$ cat config.mk
export PLATFORM = sky130hd
export DESIGN_NAME = digital_io_diagnostic_regs
export DESIGN_NICKNAME = d
export VERILOG_FILES = /design/src/rtl/pin_sync.v /design/src/rtl/digital_io_diagnostic_regs.v
export VERILOG_INCLUDE_DIRS = /design/src /design/src/rtl
export SDC_FILE = /design/constraint.sdc
export NUM_CORES = 1
export LEC_CHECK = 0
export BUFFER_PORTS_ARGS = -buffer_cell sky130_fd_sc_hd__buf_2
export CAP_MARGIN = 20
export CORE_AREA = 2 2 113 93
export CTS_BUF_LIST = sky130_fd_sc_hd__clkbuf_16
export DETAILED_ROUTE_END_ITERATION = 12
export DIE_AREA = 0 0 115 95
export GPL_TIMING_DRIVEN = 1
export PLACE_DENSITY = 0.81
export SYNTH_ARGS = -nofsm -noshare
export SYNTH_HDL_FRONTEND = slang
export SYNTH_SLANG_ARGS = --single-unit
$ cat constraint.sdc
create_clock -name i_clk -period 2.1 [get_ports i_clk]
set_input_delay 0.105 -clock i_clk [delete_from_list [all_inputs] [get_ports i_clk]]
set_output_delay 0.105 -clock i_clk [all_outputs]
set_load 0.02 [all_outputs]
$ cat src/rtl/dio_diag_defs.vh
// register offsets, field positions and reset values of the digital io diagnostic bank
`ifndef DIO_DIAG_DEFS_VH
`define DIO_DIAG_DEFS_VH

// parameter addresses as printed, 16-bit word parameters
`define ADDR_SOFT_OUTPUT_FORCE     16'h050c
`define ADDR_INPUT_STATE_FORCE     16'h050e
`define ADDR_KEYPAD_KEY_STATUS     16'h0510
`define ADDR_OUTPUT_STATE          16'h0512
`define ADDR_ERROR_HISTORY_CLEAR   16'h0514

// widths
`define DATA_W                     16
`define NUM_DIN                    8
`define NUM_DOUT                   4
`define NUM_KEYS                   5
`define NUM_SOFT_FN                4
`define FUNC_W                     4

// soft output function codes as held in the output function selection
`define FUNC_SOFT_OUTPUT_0         4'h0
`define FUNC_SOFT_OUTPUT_1         4'h1
`define FUNC_SOFT_OUTPUT_2         4'h2
`define FUNC_SOFT_OUTPUT_3         4'h3

// keypad status bit positions
`define KEY_SET_BIT                0
`define KEY_MODE_BIT               1
`define KEY_UP_BIT                 2
`define KEY_DOWN_BIT               3
`define KEY_ENTER_BIT              4

// output state bit positions
`define OUT_RESERVED_BIT           4
`define OUT_ENC_ZERO_BIT           5

// reset values
`define RST_SOFT_OUTPUT_FORCE      16'h0000
`define RST_INPUT_FORCE            8'h00
`define RST_ERROR_HISTORY_CLEAR    16'h0000
`define RST_DATA                   16'h0000

// value that, written to the clear parameter, wipes the error history
`define ERROR_HISTORY_CLEAR_CODE   16'h0000

`endif

$ cat src/rtl/pin_sync.v
// two-stage synchroniser for a group of asynchronous pin levels
`timescale 1ns/1ps
module pin_sync #(
  parameter WIDTH = 8
) (
  input  wire             i_clk,      // system clock
  input  wire             i_reset_n,  // synchronous reset, active low
  input  wire [WIDTH-1:0] i_async,    // asynchronous pin levels
  output reg  [WIDTH-1:0] o_sync      // levels after two flip-flops
);

  reg [WIDTH-1:0] meta_r;

  // the first stage is read only by the second stage
  always @(posedge i_clk) begin
    if (!i_reset_n) begin
      meta_r <= {WIDTH{1'b0}};
      o_sync <= {WIDTH{1'b0}};
    end else begin
      meta_r <= i_async;
      o_sync <= meta_r;
    end
  end

endmodule

$ cat src/rtl/digital_io_diagnostic_regs.v
// diagnostic parameter bank for digital inputs, keypad, digital outputs and error history clear
`timescale 1ns/1ps
`include "dio_diag_defs.vh"

// How it works
// - soft force bits 2 and 3 drive outputs assigned soft functions two and three
// - reading input state gives each input level, input k at bit k-1
// - writing input state overrides an input only when its permission bit is 1
// - a permitted input takes the written bit regardless of its previous level
// - keypad status shows one bit per key, one while held down
// - keypad bits: set 0, mode 1, up 2, down 3, enter 4
// - output state bits 0 to 3 are one while outputs one to four are active
// - output state bit 4 reserved, bit 5 shows encoder zero pulse output
// - writing zero to the error history clear parameter erases the error history
module digital_io_diagnostic_regs (
  input  wire                              i_clk,              // 40 MHz system clock
  input  wire                              i_reset_n,          // synchronous reset, active low
  input  wire [15:0]                       i_par_addr,         // parameter address
  input  wire                              i_par_wr,           // write strobe, one cycle
  input  wire                              i_par_rd,           // read strobe, one cycle
  input  wire [`DATA_W-1:0]                i_par_wdata,        // write data
  output reg  [`DATA_W-1:0]                o_par_rdata,        // read data, valid with ack
  output reg                               o_par_ack,          // access done, one cycle
  output reg                               o_par_err,          // unmapped or read-only write
  input  wire [`NUM_DIN-1:0]               i_din_pin,          // digital input pins, async
  input  wire [`NUM_DIN-1:0]               i_input_force_permission_mask, // per input
  output reg  [`NUM_DIN-1:0]               o_din_logic,        // logical input levels
  input  wire [`NUM_KEYS-1:0]              i_key_pin,          // keypad keys, 1 = pressed
  input  wire [`NUM_DOUT-1:0]              i_dout_logic,       // output levels from drive logic
  input  wire [`NUM_DOUT*`FUNC_W-1:0]      i_dout_func,        // function code per output
  input  wire                              i_enc_zero_pulse,   // encoder zero pulse, same clock
  output reg  [`NUM_DOUT-1:0]              o_dout,             // digital outputs one to four
  output reg                               o_enc_zero_pulse_output, // zero pulse output
  output reg                               o_error_history_clear    // clear pulse, one cycle
);

  // pin synchronisation
  // keys are not debounced: the keypad word shows the raw synchronised level
  wire [`NUM_DIN-1:0]  din_sync;
  wire [`NUM_KEYS-1:0] key_sync;

  pin_sync #(
    .WIDTH (`NUM_DIN)
  ) u_din_sync (
    .i_clk     (i_clk),
    .i_reset_n (i_reset_n),
    .i_async   (i_din_pin),
    .o_sync    (din_sync)
  );

  pin_sync #(
    .WIDTH (`NUM_KEYS)
  ) u_key_sync (
    .i_clk     (i_clk),
    .i_reset_n (i_reset_n),
    .i_async   (i_key_pin),
    .o_sync    (key_sync)
  );

  // address decode
  wire hit_soft   = (i_par_addr == `ADDR_SOFT_OUTPUT_FORCE);
  wire hit_input  = (i_par_addr == `ADDR_INPUT_STATE_FORCE);
  wire hit_keypad = (i_par_addr == `ADDR_KEYPAD_KEY_STATUS);
  wire hit_output = (i_par_addr == `ADDR_OUTPUT_STATE);
  wire hit_clear  = (i_par_addr == `ADDR_ERROR_HISTORY_CLEAR);
  wire hit_any    = hit_soft | hit_input | hit_keypad | hit_output | hit_clear;
  wire hit_ro     = hit_keypad | hit_output;

  // a read and a write in the same cycle: the write is served, the read dropped
  wire wr_en      = i_par_wr;
  wire rd_en      = i_par_rd & ~i_par_wr;
  wire wr_soft    = wr_en & hit_soft;
  wire wr_input   = wr_en & hit_input;
  wire wr_clear   = wr_en & hit_clear;

  // refused: unmapped word, or a write to one of the two read-only words
  wire wr_refused = wr_en & (~hit_any | hit_ro);
  wire rd_refused = rd_en & ~hit_any;

  // writable registers
  reg  [`DATA_W-1:0]  soft_output_force_r;
  reg  [`DATA_W-1:0]  soft_output_force_nxt;
  reg  [`NUM_DIN-1:0] force_value_r;
  reg  [`NUM_DIN-1:0] force_value_nxt;
  reg  [`NUM_DIN-1:0] forced_r;
  reg  [`NUM_DIN-1:0] forced_nxt;
  reg  [`DATA_W-1:0]  error_history_clear_r;
  reg  [`DATA_W-1:0]  error_history_clear_nxt;
  reg                 clear_pulse_nxt;

  wire [`NUM_DIN-1:0] wr_bits = i_par_wdata[`NUM_DIN-1:0];

  // soft output forcing word
  always @* begin
    soft_output_force_nxt = soft_output_force_r;
    if (wr_soft) begin
      soft_output_force_nxt = i_par_wdata;
    end
  end

  always @(posedge i_clk) begin
    if (!i_reset_n) begin
      soft_output_force_r <= `RST_SOFT_OUTPUT_FORCE;
    end else begin
      soft_output_force_r <= soft_output_force_nxt;
    end
  end

  // input forcing: written level and forced mark per input
  always @* begin
    force_value_nxt = force_value_r;
    // a mark whose permission is gone is dropped, so a later grant needs a new write
    forced_nxt      = forced_r & i_input_force_permission_mask;
    if (wr_input) begin
      // only permitted inputs pick up the written level; the rest stay on their pins
      force_value_nxt = (force_value_r & ~i_input_force_permission_mask) |
                        (wr_bits & i_input_force_permission_mask);
      forced_nxt      = forced_nxt | i_input_force_permission_mask;
    end
  end

  always @(posedge i_clk) begin
    if (!i_reset_n) begin
      force_value_r <= `RST_INPUT_FORCE;
      forced_r      <= `RST_INPUT_FORCE;
    end else begin
      force_value_r <= force_value_nxt;
      forced_r      <= forced_nxt;
    end
  end

  // error history clear: the word reads back, a zero fires the erase pulse
  always @* begin
    error_history_clear_nxt = error_history_clear_r;
    clear_pulse_nxt         = 1'b0;
    if (wr_clear) begin
      error_history_clear_nxt = i_par_wdata;
      if (i_par_wdata == `ERROR_HISTORY_CLEAR_CODE) begin
        clear_pulse_nxt = 1'b1;
      end
    end
  end

  always @(posedge i_clk) begin
    if (!i_reset_n) begin
      error_history_clear_r <= `RST_ERROR_HISTORY_CLEAR;
      o_error_history_clear <= 1'b0;
    end else begin
      error_history_clear_r <= error_history_clear_nxt;
      o_error_history_clear <= clear_pulse_nxt;
    end
  end

  // logical input levels
  wire [`NUM_DIN-1:0] din_nxt;

  genvar d;
  generate
    for (d = 0; d < `NUM_DIN; d = d + 1) begin : g_din
      // withdrawing permission drops the force at once, the pin takes over
      wire use_force = forced_r[d] & i_input_force_permission_mask[d];
      assign din_nxt[d] = use_force ? force_value_r[d] : din_sync[d];
    end
  endgenerate

  always @(posedge i_clk) begin
    if (!i_reset_n) begin
      o_din_logic <= {`NUM_DIN{1'b0}};
    end else begin
      o_din_logic <= din_nxt;
    end
  end

  // digital outputs with soft function forcing
  wire [`NUM_DOUT-1:0] dout_nxt;

  genvar g;
  generate
    for (g = 0; g < `NUM_DOUT; g = g + 1) begin : g_dout
      wire [`FUNC_W-1:0] func = i_dout_func[g*`FUNC_W +: `FUNC_W];
      reg                soft_set;
      // several outputs may share one soft function; each follows the same bit
      always @* begin
        case (func)
          `FUNC_SOFT_OUTPUT_0: begin
            soft_set = soft_output_force_r[0];
          end
          `FUNC_SOFT_OUTPUT_1: begin
            soft_set = soft_output_force_r[1];
          end
          `FUNC_SOFT_OUTPUT_2: begin
            soft_set = soft_output_force_r[2];
          end
          `FUNC_SOFT_OUTPUT_3: begin
            soft_set = soft_output_force_r[3];
          end
          // other codes are not soft functions and never force the output
          default: begin
            soft_set = 1'b0;
          end
        endcase
      end
      assign dout_nxt[g] = i_dout_logic[g] | soft_set;
    end
  endgenerate

  always @(posedge i_clk) begin
    if (!i_reset_n) begin
      o_dout <= {`NUM_DOUT{1'b0}};
    end else begin
      o_dout <= dout_nxt;
    end
  end

  // the zero pulse comes from logic on this clock, so it needs no synchroniser
  always @(posedge i_clk) begin
    if (!i_reset_n) begin
      o_enc_zero_pulse_output <= 1'b0;
    end else begin
      o_enc_zero_pulse_output <= i_enc_zero_pulse;
    end
  end

  // read-only status words; their unused upper bits read zero
  reg [`DATA_W-1:0] keypad_word;
  reg [`DATA_W-1:0] output_word;

  always @* begin
    keypad_word                 = `RST_DATA;
    keypad_word[`KEY_SET_BIT]   = key_sync[`KEY_SET_BIT];
    keypad_word[`KEY_MODE_BIT]  = key_sync[`KEY_MODE_BIT];
    keypad_word[`KEY_UP_BIT]    = key_sync[`KEY_UP_BIT];
    keypad_word[`KEY_DOWN_BIT]  = key_sync[`KEY_DOWN_BIT];
    keypad_word[`KEY_ENTER_BIT] = key_sync[`KEY_ENTER_BIT];
  end

  always @* begin
    output_word                    = `RST_DATA;
    // reports what is on the pins, forcing included
    output_word[`NUM_DOUT-1:0]     = o_dout;
    output_word[`OUT_RESERVED_BIT] = 1'b0;
    output_word[`OUT_ENC_ZERO_BIT] = o_enc_zero_pulse_output;
  end

  // read mux and answer
  reg [`DATA_W-1:0] rdata_nxt;

  always @* begin
    rdata_nxt = `RST_DATA;
    case (i_par_addr)
      `ADDR_SOFT_OUTPUT_FORCE: begin
        rdata_nxt = soft_output_force_r;
      end
      `ADDR_INPUT_STATE_FORCE: begin
        rdata_nxt = {{(`DATA_W-`NUM_DIN){1'b0}}, o_din_logic};
      end
      `ADDR_KEYPAD_KEY_STATUS: begin
        rdata_nxt = keypad_word;
      end
      `ADDR_OUTPUT_STATE: begin
        rdata_nxt = output_word;
      end
      `ADDR_ERROR_HISTORY_CLEAR: begin
        rdata_nxt = error_history_clear_r;
      end
      default: begin
        rdata_nxt = `RST_DATA;
      end
    endcase
  end

  // every accepted strobe is answered one cycle later, refused ones included
  always @(posedge i_clk) begin
    if (!i_reset_n) begin
      o_par_ack <= 1'b0;
    end else begin
      o_par_ack <= wr_en | rd_en;
    end
  end

  // the error flag stands with the ack of the refused access
  always @(posedge i_clk) begin
    if (!i_reset_n) begin
      o_par_err <= 1'b0;
    end else begin
      o_par_err <= wr_refused | rd_refused;
    end
  end

  // read data stands only in the answer cycle of a read, zero otherwise
  always @(posedge i_clk) begin
    if (!i_reset_n) begin
      o_par_rdata <= `RST_DATA;
    end else if (rd_en) begin
      o_par_rdata <= rdata_nxt;
    end else begin
      o_par_rdata <= `RST_DATA;
    end
  end

endmodule

Yosys cells after proc, flatten, opt, wreduce, memory -nomap -nowiden
Index checks and enable logic that the tools add are counted.
- reduce and logical (&&, ||, !) cells: 7
- magnitude comparators: 0
- bitwise gates (word level): 34
- div/mod/pow operators: 0
- multipliers: 0
- shifts and indexed selects: 0
- add/sub/neg operators: 0
- eq/ne operators: 17
- muxes and demuxes: 15
- operators by type and width (operator ; count):
    equality test 16 x 11 -> 1 bit (second input constant) ; 5
    one-hot mux 16 bit (5 select lines) ; 1
    equality test 4 x 2 -> 1 bit (second input constant) ; 8
    bitwise AND 8 bit ; 3
    equality test 4 x 1 -> 1 bit (second input constant) ; 4
    logical NOT 16 bit ; 1
    logical NOT 4 bit ; 4
    bitwise OR 8 bit ; 2
    one-hot mux 1 bit (4 select lines) ; 4
    bitwise AND 1 bit ; 14
    bitwise OR 1 bit ; 12
    two-way mux 1 bit ; 9
    two-way mux 8 bit ; 1
    inverter 8 bit ; 1
    AND reduction 2 bit ; 2
    inverter 1 bit ; 2
- output and inout port bits: 32
- bits in registers: 106
- bits in latches: 0
- memory bits (writable): 0
- memories kept: 0
- ROM bits: 0

Logic depth before layout (Yosys ltp)
- depth in word-level cells: 9
- depth in mapped cells: 7

By module
Synthesis repeated with hierarchy kept, for this count alone.
- cell total of the unflattened synthesis: 429
- area total of the unflattened synthesis: 4097.7 sq um
- by module, submodules not included (module ; area each (sq um) ; cells an instance ; sequential area each (sq um) ; times used):
    digital_io_diagnostic_regs ; 3388.2 ; 376 ; 1601.5 ; 1
    pin_sync at u_din_sync ; 446.7 ; 33 ; 320.3 ; 1
    pin_sync at u_key_sync ; 262.8 ; 20 ; 200.2 ; 1

Worst setup path before layout
Ideal clock, no wire load.
- path type: input-to-reg
- start point: input port i_par_addr[13]
- end point: register o_par_rdata[10]
- data arrival time: 1882 ps
- path buffers: 3
- required time: 2034 ps
- setup time: 66 ps
- slack: 152 ps
- stages on the path: 7
- path through: or4_1 > buf_2 > nor3_4 > or4b_1 > buf_2 > buf_6 > a21oi_2
- word-level cells in the longest chain between the ends: 2
- elaborated cells between the ends (all ways): 6
- those cells by class: 5 x eq/ne; 1 x mux
- ends and longest elaborated chain (item ; line ; RTL):
    from (decl) ; digital_io_diagnostic_regs.v:18 ; input wire [15:0] i_par_addr,
    equality test 16 x 11 -> 1 bit ; digital_io_diagnostic_regs.v:250 ; case (i_par_addr)
    one-hot mux 16 bit (5 select lines) (*) ; digital_io_diagnostic_regs.v:250 ;
    to (signal assigned) ; digital_io_diagnostic_regs.v:293 ; o_par_rdata <= `RST_DATA;
    to (signal assigned) ; digital_io_diagnostic_regs.v:295 ; o_par_rdata <= rdata_nxt;
    to (signal assigned) ; digital_io_diagnostic_regs.v:297 ; o_par_rdata <= `RST_DATA;
    to (decl) ; digital_io_diagnostic_regs.v:22 ; output reg [`DATA_W-1:0] o_par_rdata,
Mark *: on every way between the ends. The rest lies on a longest branch, timed or not.
A chain may end at the register's enable or synchronous reset.

Worst setup path after layout
- start point: input port i_par_addr[13]
- end point: register o_par_rdata[1]
Same word-level chain as after synthesis.

==> reports/results.md <==
• top cell type by total area after synthesis: dfxtp_1
• cell area after synthesis: 4320 um^2
• Clock Latency Late Sink: 0.35 ns
• global-route wire length before repair: 18900 um
• diode count: 0
• depth of the worst hold-timing path: 2
• cell area power density: 727 nW/um^2
• max-capacitance violation count: 0
• routed wire length per instance: 17.2 um
• type of the tightest min-delay check: input port to flop
• Setup crit end kind: flop
• DIE WIDTH: 115 um
• Worst-Margin Slew: 0.583 ns
• total negative slack: 0 ns
• antenna violations before repair: 0
• top post-synthesis cells by area: dfxtp_1, a21boi_0, nand3_1
• max-slew violation count: 0
• flip-flop and latch count after synthesis: 106
• worst-case clock buffer depth: 2
• number of top-level pins: 110
• Reg2Reg Setup Slack: 0.90 ns
• row count: 33
• number of cells on the worst reg-to-reg path: 3
• length of the first detailed-routing pass in iterations: 5
• worst-case hold path end point: forced_r[7]
• antenna-violating nets left: 0
• Vias per Instance: 5.63
• area share of the largest cell type after synthesis: 49.1%
• share of the core filled with cells in the final layout: 55.9%
• element type at the critical path start: input port
• unrepaired setup endpoints after global routing: false
• Layout area overhead: 28.2%
• die area: 10900 um^2
• endpoints failing hold: 0
• detailed-placement wirelength estimate: 8640 um
• Crit Reg-Reg Startpoint: soft_output_force_r[3]
• worst setup path class: input port to flop
• synthesized area per cell: 9.37 um^2
• number of port buffers: 109
• CTS clk-pin slew, worst paths: 0.07 ns
• count of H-tree levels built during CTS: 3
• TritonCTS Buffers: 9
• hold path start: i_input_force_permission_mask[7]
• fraction of final layout cells sized beyond drive strength 1: 28.5%
• Fin Clk Skew: 0.00541 ns
• yosys warns: 0
• endpoint of the most critical register-to-register path: o_dout[3]
• final-stage net count: 667
• DRC violations left: 0
• required time of the critical path: 2.38 ns
• total core area: 9910 um^2
• global-route total usage across every layer: 22.6%
• sequential element share of the synthesized area: 49.1%
• status: complete, no violations
• routed wire length: 12300 um
• clock tree root buffer cell: clkbuf_16
• Max FO, Critical Path: 16
• placer's final routability congestion estimate: 0.929
• data arrival time at the worst-slack endpoint: 1.86 ns
• Max Freq: 0.633 GHz
• TritonCTS clock tree: built
• final critical path time including I/O delays and setup: 1.58 ns
• fraction of the cycle the final worst path needs: 75.2%
• largest net degree at the start of global routing: 52
• die outline height: 95 um
• worst slew margin relative to its limit: 61.1%
• Cell variety after synth: 38
• iteration-0 DRC count of the detailed router: 310
• DR vias: 4034
• Congestion Overflow GR: 0
• setup bufs post-CTS: 0
• worst supply voltage drop on vdd: 0.487 mV
• Hold Buf Count CTS: 18
• initial core utilization: 43.6%
• Gates resized, CTS repair: 0
• number of clock sinks: 106
• Gate Count Post-Synth: 461
• Leakage Power: 2.22 nW
• via count of the first global-routing pass: 3712
• count of endpoints failing setup in the final report: 0
• synthesized net count: 539
-- power by group --
| group | internal, W | total, W | switching (W) |
|---|---|---|---|
| registers | 0.00204 | 0.00206 | 0.0000120 |
| clock network | 0.000920 | 0.00168 | 0.000757 |
| logic | 0.000140 | 0.000291 | 0.000151 |
-- sequential cells by signal, indices dropped and copies added (netlist names), 4 cells and up, named ones only --
register,count
error_history_clear_r,16
o_par_rdata,16
soft_output_force_r,16
forced_r,8
o_din_logic,8
u_din_sync.meta_r,8
u_din_sync.o_sync,8
u_key_sync.meta_r,5
u_key_sync.o_sync,5
o_dout,4
-- worst max-delay path by stage --
| stage | start | slack, ns | cells past startpoint | to |
|---|---|---|---|---|
| 2_1_floorplan | i_par_addr[13] | 0.15 | 7 | o_par_rdata[10] |
| 3_3_place_gp | i_par_addr[13] | 0.20 | 6 | o_par_rdata[1] |
| 3_5_place_dp | i_par_addr[13] | 0.17 | 6 | o_par_rdata[13] |
| 4_1_cts | i_par_addr[13] | 0.53 | 6 | o_par_rdata[1] |
| 5_1_grt | i_par_addr[13] | 0.40 | 7 | flop |
| 6_report | i_par_addr[13] | 0.52 | 6 | o_par_rdata[1] |
-- kinds of logic (layout without fill, tap and decap cells) --
| group | count (synthesis) | after routing | share of synthesized area, % |
|---|---|---|---|
| buffers and inverters | 33 | 166 | 3.10 |
| AOI/OAI and AO/OA | 125 | 125 | 19.5 |
| and+or+nand+nor | 181 | 181 | 23.4 |
| muxes | 16 | 16 | 4.87 |
| DFF | 106 | 106 | 49.1 |
-- cell usage after synthesis, drive strengths merged --
library cell,count
dfxtp,106
nand3,63
a21boi,49
o21ai,43
nand2,28
and2,27
clkbuf,27
a21oi,20
mux2i,12
nand4,12
nor2,10
o211a,8
nor3,6
nor4,6
buf,5
nor2b,5
mux4,4
o22a,4
or2,4
nand4bb,3
or3,3
and3,2
nand3b,2
nor3b,2
nor4b,2
nor4bb,2
or4b,2
a31oi,1
and3b,1
inv,1
or4,1
-- placed cells by master, fill, tap and decap left out, types with 18 or more instances in the layout --
| master | n |
|---|---|
| dlygate4sd3_1 | 18 |
| dfxtp_1 | 106 |
| buf_4 | 22 |
| nand2_1 | 28 |
| and2_1 | 27 |
| buf_2 | 109 |
| nand3_1 | 63 |
| a21boi_0 | 47 |
| o21ai_0 | 43 |
-- per-stage QoR --
step	hold slack, ns	instance area, um^2	power, W	cells	setup slack, ns
3_5_place_dp	0.314	5060	0.00236	682	0.167
2_1_floorplan	0.232	4320	0.00221	461	0.152
3_3_place_gp	0.309	5060	0.00236	682	0.204
4_1_cts	0.0134	5540	0.00405	716	0.534
6_report	0.0210	5540	0.00402	716	0.521
5_1_grt	0.0212	5540	0.00414	716	0.402
-- layer usage --
metal	global-route usage [%]	up-vias	wire length [um]
li1	-	1921	-
met2	35.0	160	5640
met3	6.16	26	857
met4	10.0	0	361
met5	0	-	0
met1	29.8	1927	5460
-- final cells by class --
class / count / area [um^2]
inverters: 1 / 3.75
multi-input cells: 322 / 2070
clock inverters: 7 / 70.1
repair buffers: 149 / 891
well taps: 122 / 153
flip-flops and latches: 106 / 2120
fillers: 879 / 4370
clock buffers: 9 / 225
-- critical path: stages --
cell and delay [ns]:
buf_2 0.10, or4_1 0.62, nor3_4 0.22, or4b_1 0.44, buf_4 0.22, a21oi_1 0.14
No activity file was read; power rests on OpenSTA's default activity.
